--- src/hw/range_alarm_defines.svh ---
// register offsets, field positions, reset values and reading widths
`ifndef RANGE_ALARM_DEFINES_SVH
`define RANGE_ALARM_DEFINES_SVH

`define RA_OFF_RANGE_CFG 12'h014
`define RA_OFF_ALARM_STAT 12'h020
`define RA_OFF_UPPER_LIM 12'h024
`define RA_OFF_LOWER_LIM 12'h028
`define RA_OFF_IRQ_MASK 12'h030
`define RA_OFF_SUPPLY_LIM 12'h034

`define RA_RANGE_LSB 0
`define RA_RANGE_MSB 3
`define RA_REF_OFF_BIT 6
`define RA_RANGE_RST 4'h0
`define RA_REF_OFF_RST 1'b0

`define RA_LIVE_SUP_LO_BIT 15
`define RA_LIVE_SUP_HI_BIT 14
`define RA_LIVE_IN_LO_BIT 11
`define RA_LIVE_IN_HI_BIT 10
`define RA_LAT_SUP_LO_BIT 7
`define RA_LAT_SUP_HI_BIT 6
`define RA_LAT_IN_LO_BIT 5
`define RA_LAT_IN_HI_BIT 4
`define RA_SUMMARY_BIT 0

`define RA_UPPER_LIM_RST 16'hFFFF
`define RA_LOWER_LIM_RST 16'h0000
`define RA_LIM_PAD 2'h0
`define RA_SAMPLE_W 18
`define RA_SUPPLY_W 12
`define RA_SUP_HI_RST 12'hFFF
`define RA_SUP_LO_RST 12'h000
`define RA_MASK_RST 4'h0

`endif

--- src/hw/range_alarm_pkg.sv ---
// types shared by the range and alarm register bank
package range_alarm_pkg;

  typedef enum logic [3:0] {
    bip_3_0 = 4'h0,
    bip_2_5 = 4'h1,
    bip_1_5 = 4'h2,
    bip_1_25 = 4'h3,
    bip_0_625 = 4'h4,
    uni_3_0 = 4'h8,
    uni_2_5 = 4'h9,
    uni_1_5 = 4'hA,
    uni_1_25 = 4'hB
  } range_code_t;

  typedef struct packed {
    logic supply_low;
    logic supply_high;
    logic input_lowside;
    logic input_highside;
  } alarm_set_t;

  typedef enum logic [2:0] {
    st_idle = 3'b001,
    st_setup = 3'b010,
    st_access = 3'b100
  } apb_state_t;

endpackage

--- src/hw/limit_compare.sv ---
// one window comparison: live flags above upper or below lower limit
module limit_compare #(
  parameter int W = 18
) (
  // operands
  input wire logic [W-1:0] value,
  input wire logic [W-1:0] upper,
  input wire logic [W-1:0] lower,
  // results
  output logic above,
  output logic below
);
  initial
  begin
    if (W < 2)
    begin
      $error("limit_compare width too small");
    end
  end

  assign above = value > upper;
  assign below = value < lower;
endmodule

--- src/hw/latched_flag.sv ---
// sticky flag: set by event, cleared by a read, set wins over clear
module latched_flag (
  // clock and reset
  input wire logic pclk,
  input wire logic presetn,
  // control
  input wire logic set_evt,
  input wire logic clr,
  // state
  output logic flag_r
);
  logic flag_nxt;

  assign flag_nxt = set_evt ? 1'b1 : (clr ? 1'b0 : flag_r);

  always_ff @(posedge pclk or negedge presetn)
  begin
    if (!presetn)
      flag_r <= 1'b0;
    else
      flag_r <= flag_nxt;
  end
endmodule

--- src/hw/range_alarm_regs.sv ---
// range configuration and alarm status register bank on apb
//
// Our own choice: the APB register port.
`include "range_alarm_defines.svh"

module range_alarm_regs #(
  parameter int SAMPLE_W = `RA_SAMPLE_W,
  parameter int SUPPLY_W = `RA_SUPPLY_W
) (
  // clock and reset
  input wire logic pclk,
  input wire logic presetn,
  // apb slave
  input wire logic psel,
  input wire logic penable,
  input wire logic pwrite,
  input wire logic [11:0] paddr,
  input wire logic [31:0] pwdata,
  input wire logic [3:0] pstrb,
  output logic [31:0] prdata,
  output logic pready,
  output logic pslverr,
  // conversion results and supply monitor, same clock
  input wire logic sample_valid,
  input wire logic [SAMPLE_W-1:0] sample_code,
  input wire logic supply_valid,
  input wire logic [SUPPLY_W-1:0] supply_code,
  // configuration to the converter
  output logic [3:0] range_code,
  output logic range_unassigned,
  output logic range_unipolar,
  output logic internal_reference_off,
  // interrupt
  output logic alarm_irq
);
  initial
  begin
    if (SAMPLE_W != `RA_SAMPLE_W)
    begin
      $error("sample width must be 18 for padded limits");
    end
    if (SUPPLY_W < 1 || SUPPLY_W > 16)
    begin
      $error("supply width out of range");
    end
  end

  // ----------------------------------------
  // bus decode
  // ----------------------------------------
  logic [3:0] range_code_r;
  logic ref_off_r;
  logic [15:0] upper_lim_r;
  logic [15:0] lower_lim_r;
  logic [SUPPLY_W-1:0] sup_hi_r;
  logic [SUPPLY_W-1:0] sup_lo_r;
  logic [3:0] irq_mask_r;
  logic [31:0] prdata_r;
  logic pslverr_r;

  wire access = psel && penable;
  wire wr_en = access && pwrite;
  wire rd_en = access && !pwrite;
  wire hit_range = paddr == `RA_OFF_RANGE_CFG;
  wire hit_stat = paddr == `RA_OFF_ALARM_STAT;
  wire hit_upper = paddr == `RA_OFF_UPPER_LIM;
  wire hit_lower = paddr == `RA_OFF_LOWER_LIM;
  wire hit_mask = paddr == `RA_OFF_IRQ_MASK;
  wire hit_sup = paddr == `RA_OFF_SUPPLY_LIM;
  wire mapped = hit_range || hit_stat || hit_upper || hit_lower || hit_mask || hit_sup;
  // status is read-only, a write there is answered as an error
  wire bad_access = !mapped || (pwrite && hit_stat);

  // zero-wait slave: every access finishes in its first access cycle
  assign pready = 1'b1;
  assign prdata = prdata_r;
  assign pslverr = pslverr_r;

  // ----------------------------------------
  // writable registers
  // ----------------------------------------
  wire wr_range = wr_en && hit_range && pstrb[0];
  wire [15:0] upper_nxt = {pstrb[1] ? pwdata[15:8] : upper_lim_r[15:8],
                           pstrb[0] ? pwdata[7:0] : upper_lim_r[7:0]};
  wire [15:0] lower_nxt = {pstrb[1] ? pwdata[15:8] : lower_lim_r[15:8],
                           pstrb[0] ? pwdata[7:0] : lower_lim_r[7:0]};

  always_ff @(posedge pclk or negedge presetn)
  begin
    if (!presetn)
    begin
      range_code_r <= `RA_RANGE_RST;
      ref_off_r <= `RA_REF_OFF_RST;
    end
    else if (wr_range)
    begin
      range_code_r <= pwdata[`RA_RANGE_MSB:`RA_RANGE_LSB];
      ref_off_r <= pwdata[`RA_REF_OFF_BIT];
    end
  end

  always_ff @(posedge pclk or negedge presetn)
  begin
    if (!presetn)
    begin
      upper_lim_r <= `RA_UPPER_LIM_RST;
      lower_lim_r <= `RA_LOWER_LIM_RST;
    end
    else
    begin
      if (wr_en && hit_upper)
        upper_lim_r <= upper_nxt;
      if (wr_en && hit_lower)
        lower_lim_r <= lower_nxt;
    end
  end

  // supply limits: low word lower limit, high word upper limit
  always_ff @(posedge pclk or negedge presetn)
  begin
    if (!presetn)
    begin
      sup_lo_r <= SUPPLY_W'(`RA_SUP_LO_RST);
      sup_hi_r <= SUPPLY_W'(`RA_SUP_HI_RST);
      irq_mask_r <= `RA_MASK_RST;
    end
    else
    begin
      if (wr_en && hit_sup)
      begin
        sup_lo_r <= pwdata[SUPPLY_W-1:0];
        sup_hi_r <= pwdata[16+SUPPLY_W-1:16];
      end
      if (wr_en && hit_mask && pstrb[0])
        irq_mask_r <= pwdata[3:0];
    end
  end

  // ----------------------------------------
  // range decode
  // ----------------------------------------
  assign range_code = range_code_r;
  assign internal_reference_off = ref_off_r;
  assign range_unipolar = range_code_r[3];
  // a repeated printed code leaves seven codes with no defined span
  assign range_unassigned = !(range_code_r inside {
    range_alarm_pkg::bip_3_0, range_alarm_pkg::bip_2_5, range_alarm_pkg::bip_1_5,
    range_alarm_pkg::bip_1_25, range_alarm_pkg::bip_0_625, range_alarm_pkg::uni_3_0,
    range_alarm_pkg::uni_2_5, range_alarm_pkg::uni_1_5, range_alarm_pkg::uni_1_25});

  // ----------------------------------------
  // alarm comparison
  // ----------------------------------------
  wire [SAMPLE_W-1:0] upper_full = {upper_lim_r, `RA_LIM_PAD};
  wire [SAMPLE_W-1:0] lower_full = {lower_lim_r, `RA_LIM_PAD};
  logic in_above;
  logic in_below;
  logic sup_above;
  logic sup_below;

  limit_compare #(.W(SAMPLE_W)) u_in_cmp (
    .value(sample_code),
    .upper(upper_full),
    .lower(lower_full),
    .above(in_above),
    .below(in_below)
  );

  limit_compare #(.W(SUPPLY_W)) u_sup_cmp (
    .value(supply_code),
    .upper(sup_hi_r),
    .lower(sup_lo_r),
    .above(sup_above),
    .below(sup_below)
  );

  // live flags hold the last valid comparison
  range_alarm_pkg::alarm_set_t live_r;
  range_alarm_pkg::alarm_set_t live_nxt;
  range_alarm_pkg::alarm_set_t event_now;
  range_alarm_pkg::alarm_set_t latched;

  always_comb
  begin
    live_nxt = live_r;
    if (supply_valid)
    begin
      live_nxt.supply_low = sup_below;
      live_nxt.supply_high = sup_above;
    end
    if (sample_valid)
    begin
      live_nxt.input_lowside = in_below;
      live_nxt.input_highside = in_above;
    end
  end

  always_ff @(posedge pclk or negedge presetn)
  begin
    if (!presetn)
      live_r <= '0;
    else
      live_r <= live_nxt;
  end

  // an event is a valid comparison that trips, not a standing live flag
  assign event_now = {supply_valid && sup_below, supply_valid && sup_above,
                      sample_valid && in_below, sample_valid && in_above};

  // a status read clears only what the host was shown at setup, so an
  // event landing on the setup edge is not lost; a coincident event survives
  wire stat_read = rd_en && hit_stat;
  wire [3:0] lat_seen = {prdata_r[`RA_LAT_SUP_LO_BIT], prdata_r[`RA_LAT_SUP_HI_BIT],
                         prdata_r[`RA_LAT_IN_LO_BIT], prdata_r[`RA_LAT_IN_HI_BIT]};

  genvar g;
  generate
    for (g = 0; g < 4; g++)
    begin : g_latch
      latched_flag u_flag (
        .pclk(pclk),
        .presetn(presetn),
        .set_evt(event_now[g]),
        .clr(stat_read && lat_seen[g]),
        .flag_r(latched[g])
      );
    end
  endgenerate

  // ----------------------------------------
  // status word and read mux
  // ----------------------------------------
  logic [31:0] stat_word;

  always_comb
  begin
    stat_word = 32'h0000_0000;
    stat_word[`RA_LIVE_SUP_LO_BIT] = live_r.supply_low;
    stat_word[`RA_LIVE_SUP_HI_BIT] = live_r.supply_high;
    stat_word[`RA_LIVE_IN_LO_BIT] = live_r.input_lowside;
    stat_word[`RA_LIVE_IN_HI_BIT] = live_r.input_highside;
    stat_word[`RA_LAT_SUP_LO_BIT] = latched.supply_low;
    stat_word[`RA_LAT_SUP_HI_BIT] = latched.supply_high;
    stat_word[`RA_LAT_IN_LO_BIT] = latched.input_lowside;
    stat_word[`RA_LAT_IN_HI_BIT] = latched.input_highside;
    stat_word[`RA_SUMMARY_BIT] = |latched;
  end

  logic [31:0] range_word;

  always_comb
  begin
    range_word = 32'h0000_0000;
    range_word[`RA_RANGE_MSB:`RA_RANGE_LSB] = range_code_r;
    range_word[`RA_REF_OFF_BIT] = ref_off_r;
  end

  wire [31:0] rd_mux =
    hit_range ? range_word :
    hit_stat ? stat_word :
    hit_upper ? {16'h0000, upper_lim_r} :
    hit_lower ? {16'h0000, lower_lim_r} :
    hit_mask ? {28'h0000000, irq_mask_r} :
    hit_sup ? {16'(sup_hi_r), 16'(sup_lo_r)} :
    32'h0000_0000;

  always_ff @(posedge pclk or negedge presetn)
  begin
    if (!presetn)
    begin
      prdata_r <= 32'h0000_0000;
      pslverr_r <= 1'b0;
    end
    else
    begin
      // data registered in setup so it stands through the access cycle
      prdata_r <= (psel && !penable && !pwrite) ? rd_mux : prdata_r;
      pslverr_r <= psel && !penable && bad_access;
    end
  end

  // ----------------------------------------
  // interrupt
  // ----------------------------------------
  logic irq_r;

  always_ff @(posedge pclk or negedge presetn)
  begin
    if (!presetn)
      irq_r <= 1'b0;
    else
      irq_r <= |(latched & irq_mask_r);
  end

  assign alarm_irq = irq_r;
endmodule

--- config.mk ---
export PLATFORM = sky130hd
export DESIGN_NAME = range_alarm_regs
export DESIGN_NICKNAME = d
export VERILOG_FILES = /design/src/hw/range_alarm_pkg.sv /design/src/hw/limit_compare.sv /design/src/hw/latched_flag.sv /design/src/hw/range_alarm_regs.sv
export VERILOG_INCLUDE_DIRS = /design/src /design/src/hw
export SDC_FILE = /design/constraint.sdc
export NUM_CORES = 1
export LEC_CHECK = 0
export BUFFER_PORTS_ARGS = -buffer_cell sky130_fd_sc_hd__buf_2
export CORE_MARGIN = 3
export CORE_UTILIZATION = 37
export CTS_CLUSTER_DIAMETER = 120
export CTS_CLUSTER_SIZE = 8
export DETAILED_ROUTE_END_ITERATION = 6
export PLACE_DENSITY = 0.56
export SYNTH_ARGS = -nofsm -noshare
export SYNTH_HDL_FRONTEND = slang
export SYNTH_SLANG_ARGS = --single-unit
--- constraint.sdc ---
create_clock -name pclk -period 2.3 [get_ports pclk]
set_input_delay 0.46 -clock pclk [delete_from_list [all_inputs] [get_ports pclk]]
set_output_delay 0.46 -clock pclk [all_outputs]
set_load 0.005 [all_outputs]
==> metrics.txt, run 1 <==
status finished clean; die height 134.2 um; Commonest cells post-synth dfrtp_1, mux2_2, nand2_1, inv_1, ha_1; maximum clock path buffer count 2; grt met3 use 0.04314; CTS HTree Levels 3; area of the multi-input gates 0.003132 mm2; post-synth cell types 60; Port Buffers 115; Critical Path Start Type primary input; mapped cell area 0.006078 mm2; r2r setup slk 0.38 ns; register area 0.002613 mm2; Tcrit/Tclk final 0.8846; worst rel slew slack 0.5955; CTS tree yes; Core Footprint 0.01600 mm2; Worst Skew 0.01017 ns; Sw Share 0.2589; CP endpoint kind flop; Worst EP required 2.54 ns; M1 GR Usage 0.2810; crit path kind in2reg; HPWL after DPL 14300 um; routability congestion estimate 0.8524; starting density of the core 0.3799; vias 4993; Yosys top cell by area dfrtp_1; hold crit path type in2async; EDFF count, synth 0; DP Worst Slack -0.1100 ns; final wirelength 18130 um; Yosys top cell area share 0.3088; largest net degree at the start of global routing 49; Synth Flop Type dfrtp_1; number of setup buffers added after CTS 0; cts hold-fix bufs 0; sequential power share 0.502; number of global-route vias before repair 5265; maximum vdd drop 382.8 uV; Layout area overhead 21.78%; proportion of synthesized chip area in sequential cells 0.4298; insertion delay to the later sink of the worst-skew pair 0.36 ns; CP Max Fanout 24; internal power 2754 uW; Combinational Power Share 0.120; CTS root buf clkbuf_16; flops & latches, synth 103; setup ws final 0.2655 ns; Ys Warns 0; DRT Pass-1 Iters 5; synth top area cells dfrtp_1, mux2_2, dfstp_2; overall routing resource usage 0.2065; Avg Synthesized Cell Area 10.28 um2; gr busiest metal met2; share of layout cells above drive strength 1 0.3665; Max Cap Viol 0; die area 0.01800 mm2; Finish-stage setup viols 0; row count 46; die width 134.2 um; power density cells 502.0 mW/mm2; CTS Sinks 103; Leakage 0.003432 uW; ys async rst share 1.000; fill cell count 1568; Num CTS Buffers 9; RSZ-0062 raised after global routing false; most frequent cell after synthesis dfrtp_1; R2R Path Start lower_lim_r[13]; ANT cells 0; total grt overflow 0; met2 Use GR 0.3321; Final Power 3716 uW; Antenna Nets Post-Route 0; Fin. Hold Viols 0; first-pass GRT wire length 28750 um; clock power share 0.378; NetSw 962.2 uW; drt drc 0; I/O pin count 127; NumNets Final 869; initial antenna violation count 0; Clk pin slew, worst setup/hold paths 0.07 ns; Post-Syn Instances 591; depth of the worst register-to-register path 7; 1st-iter DRT viols 365; Slew @ Worst Pin 0.5915 ns; vias per inst 5.256; Slew Viols, Final 0; max frequency 0.4915 GHz; Critical Path AT 2.27 ns; Final min period 2.034 ns; average wire per standard cell 19.09 um; post-cts resize count 0; RR Endpoint live_r[1]
==> stage by stage <==
| stage | instance area (um2) | utilization | TNS (ns) | hold WS (ns) | instances |
|---|---|---|---|---|---|
| floorplan | 6090 | - | -0.3134 | 0.1644 | 594 |
| global placement | 7149 | 0.4468 | -2.865 | 0.3999 | 935 |
| detailed placement | 7149 | 0.4468 | -3.701 | 0.4101 | 935 |
| CTS | 7402 | 0.4626 | 0 | 0.01872 | 950 |
| global route | 7402 | 0.4626 | 0 | 0.03657 | 950 |
| finish | 7402 | 0.4626 | 0 | 0.01942 | 950 |
==> power groups by stage <==
stage / Combinational [uW] / Sequential [uW] / Clock (uW)
final: 448 / 1860 / 1400
after global routing: 503 / 1870 / 1520
after CTS: 452 / 1860 / 1450
after detailed placement: 450 / 1900 / 0
after global placement: 441 / 1900 / 0
after floorplan: 197 / 1890 / 0
==> cell type report <==
type,count,area share
multi-input combinational,409,0.4231
clock inverter,2,0.001690
sequential,103,0.3529
inverter,59,0.02992
tap,216,0.03651
clock buffer,13,0.03245
timing repair buffer,148,0.1234
==> kinds of logic after synthesis <==
kind of cell | after synthesis | share of synthesized area
AO/OA/AOI/OAI | 111 | 0.1229
adder cells (fa/ha/maj) | 54 | 0.1112
buffers and inverters | 82 | 0.05722
flip-flops | 103 | 0.4298
multiplexers | 73 | 0.1340
other | 2 | 0.001236
AND/OR/NAND/NOR | 166 | 0.1437
==> worst max-delay path, cell delays in order <==
cell     delay [ns]
buf_2          0.11
or4_4          0.56
nor3_4         0.22
nand4_4        0.17
nor3_4         0.18
buf_12         0.21
mux2_2         0.35
==> per-layer routing <==
metal,wire [um],part of all wire,vias to the layer above
met5,0,0,-
met4,482,0.027,0
met3,930,0.051,34
met2,8519,0.47,141
met1,8201,0.45,2437
li1,-,-,2381
==> cells in the final DEF, fill, tap and decap left out, types with 3 or more instances in the layout <==
cell	Yosys	layout
nor2_1	31	30
dfrtp_1	75	75
a22oi_1	7	7
nand2_1	61	61
nor3_1	6	6
mux2i_1	6	6
clkbuf_16	0	9
conb_1	2	5
a21o_1	10	10
inv_1	59	59
dfstp_2	28	28
a221oi_1	5	5
nand2b_1	4	4
nor4_1	5	5
o2bb2ai_1	5	5
buf_2	2	114
a31oi_1	3	3
nand3_1	24	24
nor2b_1	4	4
o31ai_1	5	5
buf_4	6	27
o22ai_1	4	4
o211ai_1	5	5
buf_12	0	7
a211oi_1	4	4
nand4_1	11	11
o21ai_0	18	18
ha_1	54	54
a21oi_1	28	28
nor2_4	4	4
mux2_2	66	66
clkbuf_1	11	4
==> registers in the layout (all words and copies together) (netlist names) <==
register / flops
live_r: 4
pslverr: 1
internal_reference_off: 1
prdata: 28
g_latch.u_flag.flag_r: 4
alarm_irq: 1
irq_mask_r: 4
sup_hi_r: 12
range_code: 4
sup_lo_r: 12
lower_lim_r: 16
upper_lim_r: 16
==> how the worst max path moves through the flow <==
stage	from	endpoint	slack (ns)	cells after the start
floorplan	paddr[9]	sup_lo_r[10]	-0.04	6
global placement	paddr[9]	sup_lo_r[0]	-0.08	7
detailed placement	paddr[9]	sup_lo_r[9]	-0.11	7
CTS	paddr[9]	sup_lo_r[9]	0.27	7
global route	paddr[9]	sup_lo_r[9]	0.18	7
finish	paddr[9]	sup_lo_r[9]	0.27	7
(Power assumes the default switching activity.)
==> run 2: changes to the inputs <==
--- a/config.mk
+++ b/config.mk
@@ -13,6 +13,7 @@
 export CTS_CLUSTER_SIZE = 8
 export DETAILED_ROUTE_END_ITERATION = 6
 export PLACE_DENSITY = 0.56
+export REMOVE_ABC_BUFFERS = 1
 export SYNTH_ARGS = -nofsm -noshare
 export SYNTH_HDL_FRONTEND = slang
 export SYNTH_SLANG_ARGS = --single-unit
==> metrics.txt, run 2 (synthesis results as in run 1) <==
status finished clean; number of setup buffers added after CTS 0; setup ws final 0.2137 ns; Util after Layout 0.4621; met1 WL 7970 um; Port Buffers 115; post-cts resize count 0; first-pass GRT wire length 27680 um; initial antenna violation count 0; Final min period 2.086 ns; CP endpoint kind flop; crit path kind in2reg; DRT Pass-1 Iters 5; worst rel slew slack 0.6208; Combinational Power Share 0.114; number of global-route vias before repair 5307; internal power 2896 uW; share of layout cells above drive strength 1 0.3723; vias 5008; critical path, cell by cell buf_2 -> or4_4 -> nor3_4 -> nand4_4 -> nor3_4 -> buf_12 -> mux2_2; hold crit path type in2async; NetSw 976.0 uW; commonest non-fill, non-tap cell in the layout buf_2; Finish-stage setup viols 0; final wirelength 17420 um; RSZ-0062 raised after global routing false; insertion delay to the later sink of the worst-skew pair 0.36 ns; r2r setup slk 0.37 ns; Slew Viols, Final 0; number of flip-flops under the largest register name 28; Max Cap Viol 0; Core Footprint 0.01600 mm2; drt drc 0; Sw Share 0.2521; CTS root buf clkbuf_16; average wire per standard cell 18.30 um; maximum vdd drop 431.7 uV; Worst path most repeated cell nor3_4; Post-Route Setup TNS 0 ns; power density cells 523.7 mW/mm2; CP top delay family simple AND/OR/NAND/NOR gates; Clk pin slew, worst setup/hold paths 0.07 ns; Num CTS Buffers 9; CTS HTree Levels 3; clock power share 0.405; die height 134.2 um; vias per inst 5.261; Worst EP required 2.54 ns; Largest stage delay, worst path 0.57 ns; total grt overflow 0; WL met2 8277 um; critical path's slowest cell or4_4; CTS tree yes; Fin. Hold Viols 0; CTS Sinks 103; HPWL after DPL 13630 um; Critical Path AT 2.32 ns; CP Max Fanout 24; max layer used met4; row count 46; crit path from paddr[9]; Leakage 0.003447 uW; Antenna Nets Post-Route 0; Tcrit/Tclk final 0.9071; Worst Skew 0.008336 ns; Layout area overhead 21.63%; starting density of the core 0.3799; depth of the worst register-to-register path 7; I/O pin count 127; Hold WS 0.1690 ns; routability congestion estimate 0.9150; R2R Path Start sup_hi_r[1]; Slew @ Worst Pin 0.5687 ns; WP buf/inv 2; cts hold-fix bufs 0; maximum clock path buffer count 2; RR Endpoint g_latch[2].u_flag.flag_r; die area 0.01800 mm2; most frequent cells in the layout buf_2, dfrtp_1, mux2_2, nand2_1, inv_1; sequential power share 0.481; DP Worst Slack -0.1395 ns; overall routing resource usage 0.1961; die width 134.2 um; met3 wire length 998 um; NumNets Final 870; largest net degree at the start of global routing 104; 1st-iter DRT viols 228; Critical Path Start Type primary input; ANT cells 0; max frequency 0.4793 GHz
[run 2: changes by cell type in the layout (fill, tap and decap cells not counted), sizes merged]
cell    delta
clkbuf     -2
buf        +1
bufinv     +1
clkinv     +1
inv        +1
[run 2: how the worst max path moves through the flow]
stage,slack [ns],cells after the start,to
2_1_floorplan,-0.31,5,sup_lo_r[0]
3_3_place_gp,-0.10,7,lower_lim_r[9]
3_5_place_dp,-0.14,7,lower_lim_r[12]
4_1_cts,0.23,7,lower_lim_r[12]
5_1_grt,0.14,7,lower_lim_r[9]
6_report,0.21,7,sup_lo_r[8]
[run 2: layout make-up]
class | count | area [um2]
clock buffers | 11 | 242.7
well taps | 216 | 270.3
multi-input cells | 409 | 3132
inverters | 59 | 221.5
clock inverters | 5 | 56.30
flip-flops and latches | 103 | 2613
fillers | 1544 | 8607
repair buffers | 149 | 858.3
[run 2: stage by stage]
stage	std cells	power, uW	area (um2)
floorplan	571	2061	5963
global placement	936	2325	7094
detailed placement	936	2339	7094
CTS	952	3917	7393
global route	952	4055	7393
finish	952	3872	7393
[run 2: power groups by stage]
stage / clock [uW] / sequential (uW) / combinational, uW
finish: 1570 / 1860 / 443
global placement: 0 / 1900 / 429
global route: 1700 / 1860 / 496
CTS: 1610 / 1860 / 447
floorplan: 0 / 1890 / 174
detailed placement: 0 / 1890 / 444
[run 2: routing by layer]
layer	track usage	up-vias
li1	-	2384
met2	0.3229	164
met5	0	-
met3	0.05214	12
met1	0.2629	2448
met4	0.03846	0
